### src/hdl/clk_mon_pkg.sv
// Shared constants for the clock-source supervisor: register map, field layout,
// oscillator modes, states and timing.
// Assumes a 50 MHz system clock and 32-bit APB data.
package clk_mon_pkg;

	// ********************************
	// Timing
	// ********************************
	localparam int unsigned CLK_HZ = 50_000_000;
	localparam int unsigned POWER_UP_DELAY_TIMER_TIME_MS = 64;
	localparam int unsigned WARM_TIME_NS = 2000;
	localparam int unsigned POWER_UP_DELAY_TIMER_CYC_DEF = POWER_UP_DELAY_TIMER_TIME_MS * (CLK_HZ / 1000);
	localparam int unsigned WARM_CYC_DEF = (WARM_TIME_NS * (CLK_HZ / 1_000_000) + 999) / 1000;
	localparam int unsigned OST_COUNT_DEF = 1024;
	localparam int unsigned FAIL_SAFE_MONITOR_DIV = 64;
	localparam int unsigned CNT_W = 22;

	// ********************************
	// Register map
	// ********************************
	localparam logic [7:0] ADDR_CTRL = 8'h00;
	localparam logic [7:0] ADDR_STATUS = 8'h04;
	localparam logic [7:0] ADDR_CFG = 8'h08;
	localparam logic [7:0] ADDR_FLAG = 8'h0c;
	localparam logic [7:0] ADDR_IRQEN = 8'h10;
	localparam int unsigned CTRL_SCS_LSB = 0;
	localparam int unsigned CTRL_INTERNAL_FREQ_SELECT_LSB = 3;
	localparam int unsigned CFG_INT_EXT_SWITCHOVER_CFG_BIT = 3;
	localparam int unsigned CFG_FAIL_MONITOR_ENABLE_CFG_BIT = 4;
	localparam int unsigned CFG_PWRTEN_BIT = 5;
	localparam logic [3:0] INTERNAL_FREQ_SELECT_RESET = 4'h7;
	localparam logic [1:0] SCS_PRIMARY = 2'h0;
	localparam logic [1:0] SCS_TIMER_OSC = 2'h1;
	localparam logic [2:0] CFG_OSC_RESET = 3'h1;

	// ********************************
	// Oscillator modes and sources
	// ********************************
	localparam logic [2:0] MODE_LP = 3'h0;
	localparam logic [2:0] MODE_XT = 3'h1;
	localparam logic [2:0] MODE_HS = 3'h2;
	localparam logic [2:0] MODE_EC = 3'h3;
	localparam logic [2:0] MODE_INT = 3'h4;

	typedef enum logic [1:0] {SRC_NONE = 2'h0, SRC_INT = 2'h1, SRC_EXT = 2'h2, SRC_T1 = 2'h3} clk_src_t;

	// Gray steps along the start-up path
	typedef enum logic [3:0] {
		ST_POWER_UP_DELAY_TIMER = 4'h0, ST_COUNT = 4'h1, ST_SYNC = 4'h3, ST_HOLD = 4'h2, ST_RUN_EXT = 4'h6,
		ST_FAILED = 4'h7, ST_WARM = 4'h4, ST_RUN_INT = 4'h5, ST_SLEEP = 4'h8
	} mon_state_t;

endpackage

### src/hdl/fail_det_if.sv
// Link between the supervisor sequencer and its fail detector.
// Assumes both ends run on sys_clk.
`timescale 1ns/1ps
interface fail_det_if;
	logic extFall;
	logic lfRise;
	logic monitorArm;
	logic failPulse;
	modport sequencer (output extFall, output lfRise, output monitorArm, input failPulse);
	modport detector (input extFall, input lfRise, input monitorArm, output failPulse);
endinterface

### src/hdl/fail_detector.sv
// Fail-safe detector: divides the low-frequency oscillator into a sample clock and
// watches a latch that the external clock sets. Assumes sampled edge pulses on sys_clk.
`timescale 1ns/1ps
module fail_detector import clk_mon_pkg::*; #(
	parameter int unsigned DIV = FAIL_SAFE_MONITOR_DIV
) (
	input wire logic sys_clk,
	input wire logic reset_n,
	fail_det_if.detector det
);
	localparam int unsigned HALF = DIV / 2;
	localparam int unsigned DW = $clog2(HALF);

	logic [DW-1:0] divCnt_reg;
	logic sampleClk_reg;
	logic seenLow_reg;
	logic fail_reg;
	logic halfEnd;

	assign halfEnd = det.lfRise && (divCnt_reg == DW'(HALF - 1));

	// ********************************
	// Sample clock divider
	// ********************************
	// Half period is HALF slow edges, so a full period is DIV
	always_ff @(posedge sys_clk or negedge reset_n) begin
		if (!reset_n) begin
			divCnt_reg <= '0;
			sampleClk_reg <= 1'b0;
		end else if (halfEnd) begin
			divCnt_reg <= '0;
			sampleClk_reg <= ~sampleClk_reg;
		end else if (det.lfRise) begin
			divCnt_reg <= divCnt_reg + DW'(1);
		end
	end

	// Latch: set by external low-going edge, cleared on sample rising edge; set wins
	always_ff @(posedge sys_clk or negedge reset_n) begin
		if (!reset_n) begin
			seenLow_reg <= 1'b1;
		end else if (det.extFall || !det.monitorArm) begin
			seenLow_reg <= 1'b1;
		end else if (halfEnd && !sampleClk_reg) begin
			seenLow_reg <= 1'b0;
		end
	end

	// A whole high half of the sample clock with no low edge is a failure
	always_ff @(posedge sys_clk or negedge reset_n) begin
		if (!reset_n) begin
			fail_reg <= 1'b0;
		end else begin
			fail_reg <= halfEnd && sampleClk_reg && !seenLow_reg && !det.extFall && det.monitorArm;
		end
	end

	assign det.failPulse = fail_reg;

endmodule // fail_detector

### src/hdl/two_speed_start_fail_safe_monitor.sv
// Two-speed start-up sequencer and fail-safe clock monitor with an APB register file.
// Assumes oscillator levels and request pulses are already synchronous to sys_clk.
//
// Contract
// - two-speed needs switchover bit, select 00, crystal
// - start after reset, power-up delay, and wake
// - run internal oscillator at selected frequency
// - count 1024 external cycles before switching
// - sync internal fall, set status, hold, switch
// - status bit shows external or internal source
// - timer or crystal targets wait 1024 cycles
// - idle internal oscillator gets warm-up delay
// - monitor enabled by config bit, all externals
// - no failure detection before counter expires
// - sample clock is slow oscillator over 64
// - external fall sets latch, sample rise clears
// - failure when sample half passes without low
// - on failure use internal clock, set flag
// - interrupt when flag and enable both set
// - stay internal until software restarts external
// - reset, sleep or select change clears condition
// - select change restarts counter, clear at timeout
// - flag cannot clear while condition active
// - counter skipped for external clock and RC
// - monitor enable also enables two-speed start-up
// - sleep aborts counter, status stays clear
// - select field resets to 00
`timescale 1ns/1ps
module two_speed_start_fail_safe_monitor import clk_mon_pkg::*; #(
	parameter int unsigned POWER_UP_DELAY_TIMER_CYCLES = POWER_UP_DELAY_TIMER_CYC_DEF,
	parameter int unsigned WARM_CYCLES = WARM_CYC_DEF,
	parameter int unsigned OST_COUNT = OST_COUNT_DEF
) (
	input wire logic sys_clk,
	input wire logic reset_n,
	input wire logic psel,
	input wire logic penable,
	input wire logic pwrite,
	input wire logic [7:0] paddr,
	input wire logic [31:0] pwdata,
	output logic [31:0] prdata,
	output logic pready,
	output logic pslverr,
	input wire logic extClk,
	input wire logic timerOscClk,
	input wire logic intClk,
	input wire logic lfOsc,
	input wire logic intOscRunning,
	input wire logic sleepReq,
	input wire logic wakeReq,
	output logic [1:0] clkSource,
	output logic clkHoldLow,
	output logic [3:0] intFreqSel,
	output logic oscFailIrq
);

	// ********************************
	// Declarations
	// ********************************
	logic [1:0] sysClockSelect_reg;
	logic [3:0] intFreqSelect_reg;
	logic [2:0] oscCfg_reg;
	logic int_ext_switchover_cfg_reg;
	logic fail_monitor_enable_cfg_reg;
	logic pwrtEn_reg;
	logic irqEnable_reg;
	logic oscFailFlag_reg;
	logic startupDone_reg;
	logic failCond_reg;
	mon_state_t state_reg;
	mon_state_t state_next;
	logic [CNT_W-1:0] cnt_reg;
	logic extPrev_reg;
	logic t1Prev_reg;
	logic intPrev_reg;
	logic lfPrev_reg;
	clk_src_t clkSource_reg;
	logic clkHoldLow_reg;
	logic irq_reg;
	logic pready_reg;
	logic pslverr_reg;
	logic [31:0] prdata_reg;
	logic wrEn;
	logic rdEn;
	logic mapped;
	logic scsChange;
	logic [1:0] scsNew;
	logic flagClearReq;
	logic extFall;
	logic t1Fall;
	logic intFall;
	logic tgtFall;
	logic isCrystal;
	logic twoSpeed;
	logic failEvent;
	logic pwrtDone;
	logic warmDone;
	logic ostDone;
	fail_det_if detLink ();

	// ********************************
	// Edges of the sampled oscillators
	// ********************************
	always_ff @(posedge sys_clk or negedge reset_n) begin
		if (!reset_n) begin
			extPrev_reg <= 1'b0;
			t1Prev_reg <= 1'b0;
			intPrev_reg <= 1'b0;
			lfPrev_reg <= 1'b0;
		end else begin
			extPrev_reg <= extClk;
			t1Prev_reg <= timerOscClk;
			intPrev_reg <= intClk;
			lfPrev_reg <= lfOsc;
		end
	end

	assign extFall = extPrev_reg && !extClk;
	assign t1Fall = t1Prev_reg && !timerOscClk;
	assign intFall = intPrev_reg && !intClk;
	// The timer oscillator replaces the primary one only when it is selected
	assign tgtFall = (sysClockSelect_reg == SCS_TIMER_OSC) ? t1Fall : extFall;

	// Mode decode
	assign isCrystal = (oscCfg_reg == MODE_LP) || (oscCfg_reg == MODE_XT) || (oscCfg_reg == MODE_HS);
	assign twoSpeed = (int_ext_switchover_cfg_reg || fail_monitor_enable_cfg_reg) && (sysClockSelect_reg == SCS_PRIMARY) && isCrystal;

	// ********************************
	// APB decode
	// ********************************
	// Zero wait state beyond the registered ready; writes land at the completing edge
	assign wrEn = psel && penable && pready_reg && pwrite;
	assign rdEn = psel && !penable && !pwrite;
	assign mapped = (paddr == ADDR_CTRL) || (paddr == ADDR_STATUS) || (paddr == ADDR_CFG)
		|| (paddr == ADDR_FLAG) || (paddr == ADDR_IRQEN);
	assign scsNew = pwdata[CTRL_SCS_LSB +: 2];
	assign scsChange = wrEn && (paddr == ADDR_CTRL) && (scsNew != sysClockSelect_reg);
	assign flagClearReq = wrEn && (paddr == ADDR_FLAG) && pwdata[0];

	// Ready and error are registered, so every access takes exactly one access cycle
	always_ff @(posedge sys_clk or negedge reset_n) begin
		if (!reset_n) begin
			pready_reg <= 1'b0;
			pslverr_reg <= 1'b0;
		end else begin
			pready_reg <= psel && !penable && !pready_reg;
			pslverr_reg <= psel && !penable && !pready_reg && !mapped;
		end
	end

	// Read data captured in the setup cycle; unmapped reads return zero
	always_ff @(posedge sys_clk or negedge reset_n) begin
		if (!reset_n) begin
			prdata_reg <= '0;
		end else if (rdEn) begin
			case (paddr)
				ADDR_CTRL: prdata_reg <= {25'h0, intFreqSelect_reg, 1'b0, sysClockSelect_reg};
				ADDR_STATUS: prdata_reg <= {28'h0, clkSource_reg, failCond_reg, startupDone_reg};
				ADDR_CFG: prdata_reg <= {26'h0, pwrtEn_reg, fail_monitor_enable_cfg_reg, int_ext_switchover_cfg_reg, oscCfg_reg};
				ADDR_FLAG: prdata_reg <= {31'h0, oscFailFlag_reg};
				ADDR_IRQEN: prdata_reg <= {31'h0, irqEnable_reg};
				default: prdata_reg <= '0;
			endcase
		end
	end

	// ********************************
	// Software-owned registers
	// ********************************
	// Select field returns to primary on every reset
	always_ff @(posedge sys_clk or negedge reset_n) begin
		if (!reset_n) begin
			sysClockSelect_reg <= SCS_PRIMARY;
			intFreqSelect_reg <= INTERNAL_FREQ_SELECT_RESET;
		end else if (wrEn && paddr == ADDR_CTRL) begin
			sysClockSelect_reg <= scsNew;
			intFreqSelect_reg <= pwdata[CTRL_INTERNAL_FREQ_SELECT_LSB +: 4];
		end
	end

	// Oscillator mode is read when a start is routed; the enable bits take effect at once
	always_ff @(posedge sys_clk or negedge reset_n) begin
		if (!reset_n) begin
			oscCfg_reg <= CFG_OSC_RESET;
			int_ext_switchover_cfg_reg <= 1'b1;
			fail_monitor_enable_cfg_reg <= 1'b1;
			pwrtEn_reg <= 1'b0;
		end else if (wrEn && paddr == ADDR_CFG) begin
			oscCfg_reg <= pwdata[2:0];
			int_ext_switchover_cfg_reg <= pwdata[CFG_INT_EXT_SWITCHOVER_CFG_BIT];
			fail_monitor_enable_cfg_reg <= pwdata[CFG_FAIL_MONITOR_ENABLE_CFG_BIT];
			pwrtEn_reg <= pwdata[CFG_PWRTEN_BIT];
		end
	end

	always_ff @(posedge sys_clk or negedge reset_n) begin
		if (!reset_n) begin
			irqEnable_reg <= 1'b0;
		end else if (wrEn && paddr == ADDR_IRQEN) begin
			irqEnable_reg <= pwdata[0];
		end
	end

	// ********************************
	// Sequencer
	// ********************************
	assign pwrtDone = !pwrtEn_reg || (cnt_reg == CNT_W'(POWER_UP_DELAY_TIMER_CYCLES - 1));
	assign warmDone = cnt_reg == CNT_W'(WARM_CYCLES - 1);
	assign ostDone = tgtFall && (cnt_reg == CNT_W'(OST_COUNT - 1));
	assign failEvent = detLink.failPulse && state_reg == ST_RUN_EXT;

	// Where a fresh start goes for a given select value
	function automatic mon_state_t route(input logic [1:0] sys_clock_select, input logic [2:0] mode, input logic intRun);
		if (sys_clock_select[1] || (sys_clock_select == SCS_PRIMARY && mode == MODE_INT)) begin
			route = intRun ? ST_RUN_INT : ST_WARM;
		end else if (sys_clock_select == SCS_TIMER_OSC || mode < MODE_EC) begin
			route = ST_COUNT;
		end else begin
			route = ST_RUN_EXT;
		end
	endfunction

	// Sleep beats everything, then a select change, then the normal walk
	always_comb begin
		state_next = state_reg;
		if (sleepReq) begin
			state_next = ST_SLEEP;
		end else if (scsChange && state_reg != ST_POWER_UP_DELAY_TIMER && state_reg != ST_SLEEP) begin
			state_next = route(scsNew, oscCfg_reg, intOscRunning);
		end else begin
			case (state_reg)
				ST_POWER_UP_DELAY_TIMER: if (pwrtDone) state_next = route(sysClockSelect_reg, oscCfg_reg, intOscRunning);
				ST_SLEEP: if (wakeReq) state_next = route(sysClockSelect_reg, oscCfg_reg, intOscRunning);
				ST_WARM: if (warmDone) state_next = ST_RUN_INT;
				ST_COUNT: if (ostDone) state_next = ST_SYNC;
				ST_SYNC: if (intFall) state_next = ST_HOLD;
				ST_HOLD: if (tgtFall) state_next = ST_RUN_EXT;
				ST_RUN_EXT: if (failEvent) state_next = ST_FAILED;
				ST_RUN_INT: state_next = ST_RUN_INT;
				ST_FAILED: state_next = ST_FAILED;
				default: state_next = ST_POWER_UP_DELAY_TIMER;
			endcase
		end
	end

	always_ff @(posedge sys_clk or negedge reset_n) begin
		if (!reset_n) begin
			state_reg <= ST_POWER_UP_DELAY_TIMER;
		end else begin
			state_reg <= state_next;
		end
	end

	// One counter serves power-up delay, warm-up and start-up counting
	always_ff @(posedge sys_clk or negedge reset_n) begin
		if (!reset_n) begin
			cnt_reg <= '0;
		end else if (state_next != state_reg || scsChange) begin
			cnt_reg <= '0;
		end else if (state_reg == ST_POWER_UP_DELAY_TIMER || state_reg == ST_WARM || (state_reg == ST_COUNT && tgtFall)) begin
			cnt_reg <= cnt_reg + CNT_W'(1);
		end
	end

	// ********************************
	// Status and fail condition
	// ********************************
	// Set at the internal-edge sync of a primary crystal start, or whenever external run with primary selected is next
	always_ff @(posedge sys_clk or negedge reset_n) begin
		if (!reset_n) begin
			startupDone_reg <= 1'b0;
		end else if (sleepReq || scsChange || failEvent) begin
			startupDone_reg <= 1'b0;
		end else if (state_reg == ST_SYNC && intFall && sysClockSelect_reg == SCS_PRIMARY) begin
			startupDone_reg <= 1'b1;
		end else if (state_next == ST_RUN_EXT && sysClockSelect_reg == SCS_PRIMARY) begin
			startupDone_reg <= 1'b1;
		end
	end

	// Condition survives a select change to a counted source until its timeout
	always_ff @(posedge sys_clk or negedge reset_n) begin
		if (!reset_n) begin
			failCond_reg <= 1'b0;
		end else if (sleepReq) begin
			failCond_reg <= 1'b0;
		end else if (failEvent) begin
			failCond_reg <= 1'b1;
		end else if (scsChange && route(scsNew, oscCfg_reg, intOscRunning) != ST_COUNT) begin
			failCond_reg <= 1'b0;
		end else if (state_reg == ST_COUNT && ostDone) begin
			failCond_reg <= 1'b0;
		end
	end

	// Sticky flag; a new failure wins over a clear in the same cycle
	always_ff @(posedge sys_clk or negedge reset_n) begin
		if (!reset_n) begin
			oscFailFlag_reg <= 1'b0;
		end else if (failEvent) begin
			oscFailFlag_reg <= 1'b1;
		end else if (flagClearReq && !failCond_reg) begin
			oscFailFlag_reg <= 1'b0;
		end
	end

	// ********************************
	// Clock source outputs
	// ********************************
	// Without two-speed or a pending fail condition, nothing runs while the counter qualifies the oscillator
	always_ff @(posedge sys_clk or negedge reset_n) begin
		if (!reset_n) begin
			clkSource_reg <= SRC_NONE;
			clkHoldLow_reg <= 1'b0;
			irq_reg <= 1'b0;
		end else begin
			clkHoldLow_reg <= state_next == ST_HOLD;
			irq_reg <= oscFailFlag_reg && irqEnable_reg;
			case (state_next)
				ST_COUNT, ST_SYNC: clkSource_reg <= (twoSpeed || failCond_reg) ? SRC_INT : SRC_NONE;
				ST_RUN_EXT: clkSource_reg <= (sysClockSelect_reg == SCS_TIMER_OSC) ? SRC_T1 : SRC_EXT;
				ST_RUN_INT, ST_FAILED: clkSource_reg <= SRC_INT;
				default: clkSource_reg <= SRC_NONE;
			endcase
		end
	end

	// ********************************
	// Fail detector
	// ********************************
	// Armed only once running from an external source, counted or EC, with the monitor bit set
	assign detLink.extFall = tgtFall;
	assign detLink.lfRise = !lfPrev_reg && lfOsc;
	assign detLink.monitorArm = fail_monitor_enable_cfg_reg && state_reg == ST_RUN_EXT;

	fail_detector #(.DIV(FAIL_SAFE_MONITOR_DIV)) failDet (
		.sys_clk(sys_clk),
		.reset_n(reset_n),
		.det(detLink.detector)
	);

	assign prdata = prdata_reg;
	assign pready = pready_reg;
	assign pslverr = pslverr_reg;
	assign clkSource = clkSource_reg;
	assign clkHoldLow = clkHoldLow_reg;
	assign intFreqSel = intFreqSelect_reg;
	assign oscFailIrq = irq_reg;

endmodule // two_speed_start_fail_safe_monitor

### config.mk
export PLATFORM = sky130hd
export DESIGN_NAME = two_speed_start_fail_safe_monitor
export DESIGN_NICKNAME = d
export VERILOG_FILES = /design/src/hdl/clk_mon_pkg.sv /design/src/hdl/fail_det_if.sv /design/src/hdl/fail_detector.sv /design/src/hdl/two_speed_start_fail_safe_monitor.sv
export SDC_FILE = /design/constraint.sdc
export NUM_CORES = 1
export LEC_CHECK = 0
export BUFFER_PORTS_ARGS = -buffer_cell sky130_fd_sc_hd__clkbuf_2
export CORE_ASPECT_RATIO = 1.75
export CORE_MARGIN = 2
export CORE_UTILIZATION = 30
export CTS_CLUSTER_SIZE = 24
export DETAILED_ROUTE_END_ITERATION = 10
export GPL_ROUTABILITY_DRIVEN = 1
export PLACE_DENSITY_LB_ADDON = 0.3
export RECOVER_POWER = 100
export SETUP_SLACK_MARGIN = 0.5
export SYNTH_ARGS = -nofsm -noshare
export SYNTH_HDL_FRONTEND = slang
export SYNTH_HIERARCHICAL = 1
export SYNTH_SLANG_ARGS = --single-unit
export TNS_END_PERCENT = 100
### constraint.sdc
create_clock -name sys_clk -period 5.12 [get_ports sys_clk]
set_input_delay 0.256 -clock sys_clk [delete_from_list [all_inputs] [get_ports sys_clk]]
set_output_delay 0.256 -clock sys_clk [all_outputs]
set_load 0.005 [all_outputs]
==> impl_metrics.json <==
{
  "cts_buffer_depth": 2,
  "start_util": 0.306,
  "rsz0062_at_grt": "false",
  "path_clk_slew_ns": 0.06,
  "finalCritPeriodShare": 0.587,
  "layout.nets": 476,
  "die-area_sq_mm": 0.0136,
  "hold_path_startpoint": "lfOsc",
  "crit_path_start": "paddr[4]",
  "path_cells": "clkbuf_1 -> or4_1 -> nor2_1 -> and4_1 -> o211ai_1 -> a2bb2oi_2 -> nand4_1 -> nor2_1",
  "fin_worst_skew_ns": 0.00457,
  "grt_overflow": 0,
  "powerDensity_mw_per_mm2": 323,
  "clock.fmax_ghz": 0.333,
  "cp-start-kind": "primary input",
  "netlist_area_sq_mm": 0.00379,
  "clk_latency_ns": 0.33,
  "leakage_uw": 0.00185,
  "area_delta_synth_final_pct": 14.2,
  "antenna_found_initial": 0,
  "h-tree-depth": 3,
  "grt_use_total": 0.139,
  "crit_slowest_cell": "nand4_1",
  "crit_path_end_kind": "flip-flop",
  "final_core_util": 0.350,
  "worst_hold_path_type": "primary input to flip-flop",
  "dp_cells": 578,
  "final-max-slew-violation-count": 0,
  "vdd_ir_drop_max_v": 0.000187,
  "period_needed_ns": 3.01,
  "seqCellArea_sq_mm": 0.00169,
  "synth_edf_count": 0,
  "port_buffers": 43,
  "ant_nets": 0,
  "post_drt_wl_per_cell_microns": 15.0,
  "worst_path_largest_cell_delay_ns": 0.73,
  "dpl_cell_area_sq_mm": 0.00405,
  "cp_top_family": "simple AND/OR/NAND/NOR gates",
  "worst_pin_slew_ns": 0.912,
  "die_x_microns": 88.9,
  "largest_reg_flops": 22,
  "hold_viol_final": 0,
  "drt_iter0_drc": 206,
  "ys_ff_latch": 67,
  "postLayoutCellArea_sq_mm": 0.00432,
  "fin_cells": 594,
  "layout_commonest_cell": "dfrtp_1",
  "r2r-start": "state_reg[0]",
  "cp_common_cell": "nor2_1",
  "dpl.hpwl_mm": 6.71,
  "cts_buffers": 9,
  "cts_resized": 0,
  "worst-path-buf-inv": 1,
  "cts_hold_buf": 0,
  "worstPathRequired_ns": 5.36,
  "layout-drive-gt1-share": 0.178,
  "design.core.area_sq_mm": 0.0124,
  "grt_pass1_wl_mm": 14.7,
  "setup_viol": 0,
  "final_cell_mix": "60 x dfrtp_1, 37 x nor2_1, 30 x nand2_1, 27 x clkbuf_2, 25 x conb_1",
  "pin_count": 94,
  "hold_slack_ns": 0.0372,
  "critPathKind": "primary input to flip-flop",
  "gp_congestion": 0.813,
  "cts_sinks": 67,
  "num_rows": 54,
  "fillCellCount": 1282,
  "cp_max_fo": 22,
  "tns_ns": 0,
  "grt_pass1_vias": 2974,
  "viasPerCell": 4.88,
  "synthArstFlopShare": 1.00,
  "cp_data_arrival_time_ns": 3.25,
  "post_cts_buffers": 0,
  "multiInputGateArea_sq_mm": 0.00185,
  "yosys_warnings": 6,
  "clockRootBuffer": "clkbuf_16",
  "status": "completed",
  "syn-instance-count": 379,
  "tritoncts": "yes",
  "dr.pass1.iters": 4,
  "maxCapViolCount": 0,
  "vias": 2899,
  "ys_types": 63,
  "route.detailed.drc": 0,
  "n_antenna_cell": 0,
  "max-slew-margin-rel": 0.390,
  "wirelength_mm": 8.89,
  "avgSynthCellArea_sq_um": 9.99,
  "grt_max_degree": 68,
  "dieHeight_microns": 153,
  "ys_seq_area_frac": 0.445,
  "yosys_most_used_dff": "dfrtp_1"
}
## synth_stat cells (3+ instances only)
cell type  instances  area [sq um]
mux2i_1            6          60.1
o21bai_1           3          22.5
buf_2              6          30.0
and3_1             5          31.3
mux2_2            13           146
nand3_1           15          75.1
dfstp_2            7           184
nand2_1           30           113
a211oi_1           5          37.5
o21ai_0           16          80.1
inv_1             10          37.5
nor2_1            36           135
and4_1             4          35.0
nand2b_1           7          43.8
and2_1             4          25.0
nor2b_1            7          43.8
nor3_1             7          35.0
ha_1               3          37.5
nor4_1             7          43.8
or2_2              4          25.0
xnor2_1            5          43.8
nand4_1           10          62.6
nand3b_1           6          45.0
dfrtp_1           60          1500
o211ai_1           4          30.0
buf_4             26           195
xor2_1            19           166
a21oi_1           12          60.1
## where the power goes
group | switching [uW] | internal, uW | total (uW)
combinational | 74.3 | 56.2 | 131
sequential | 23.8 | 554 | 577
clock | 234 | 454 | 689
## worst register-to-register path, stage by stage, from the launching register on
cell	delay, ns
dfrtp_1	0.72
nor3_1	0.19
nor4_1	0.39
nand4_1	0.22
nand3b_1	0.15
a2bb2oi_2	0.14
nand4_1	0.73
nor2_1	0.31
## metrics by stage
stage          setup WS, ns  total power, uW
2_1_floorplan          3.05              694
3_3_place_gp           2.45              718
3_5_place_dp           2.39              726
4_1_cts                2.37             1420
5_1_grt                1.74             1460
6_report               2.11             1400
## routing by layer
metal | track usage | up-vias | routed length (microns)
met4 | 0.0732 | 0 | 347
met5 | 0 | - | 0
met1 | 0.151 | 1403 | 3330
li1 | - | 1382 | -
met2 | 0.243 | 91 | 4800
met3 | 0.0276 | 23 | 411
## worst paths after layout
path,to,slack (ns),cells past startpoint
max,cnt_reg[19],2.11,8
max in group asynchronous,oscFailIrq,4.44,2
max reg2reg,cnt_reg[19],2.17,7
min reg2reg,pready,0.48,1
min in group asynchronous,cnt_reg[4],0.10,2
min,lfPrev_reg,0.04,1
## logic make-up after synthesis
family,synth area share
and+or+nand+nor,0.228
DFF,0.445
AOI/OAI and AO/OA,0.121
buffers and inverters,0.0783
xor gates and xnor gates,0.0555
muxes,0.0614
adders and majority gates,0.00991
other,0.000990
## final cells by class
cell class,instances,share of cell area
clock buffer,11,0.0584
timing repair buffer,44,0.0472
sequential,67,0.390
inverter,10,0.00868
clock inverter,5,0.0194
multi-input combinational,289,0.428
tap,168,0.0486
(Power assumes the default switching activity.)
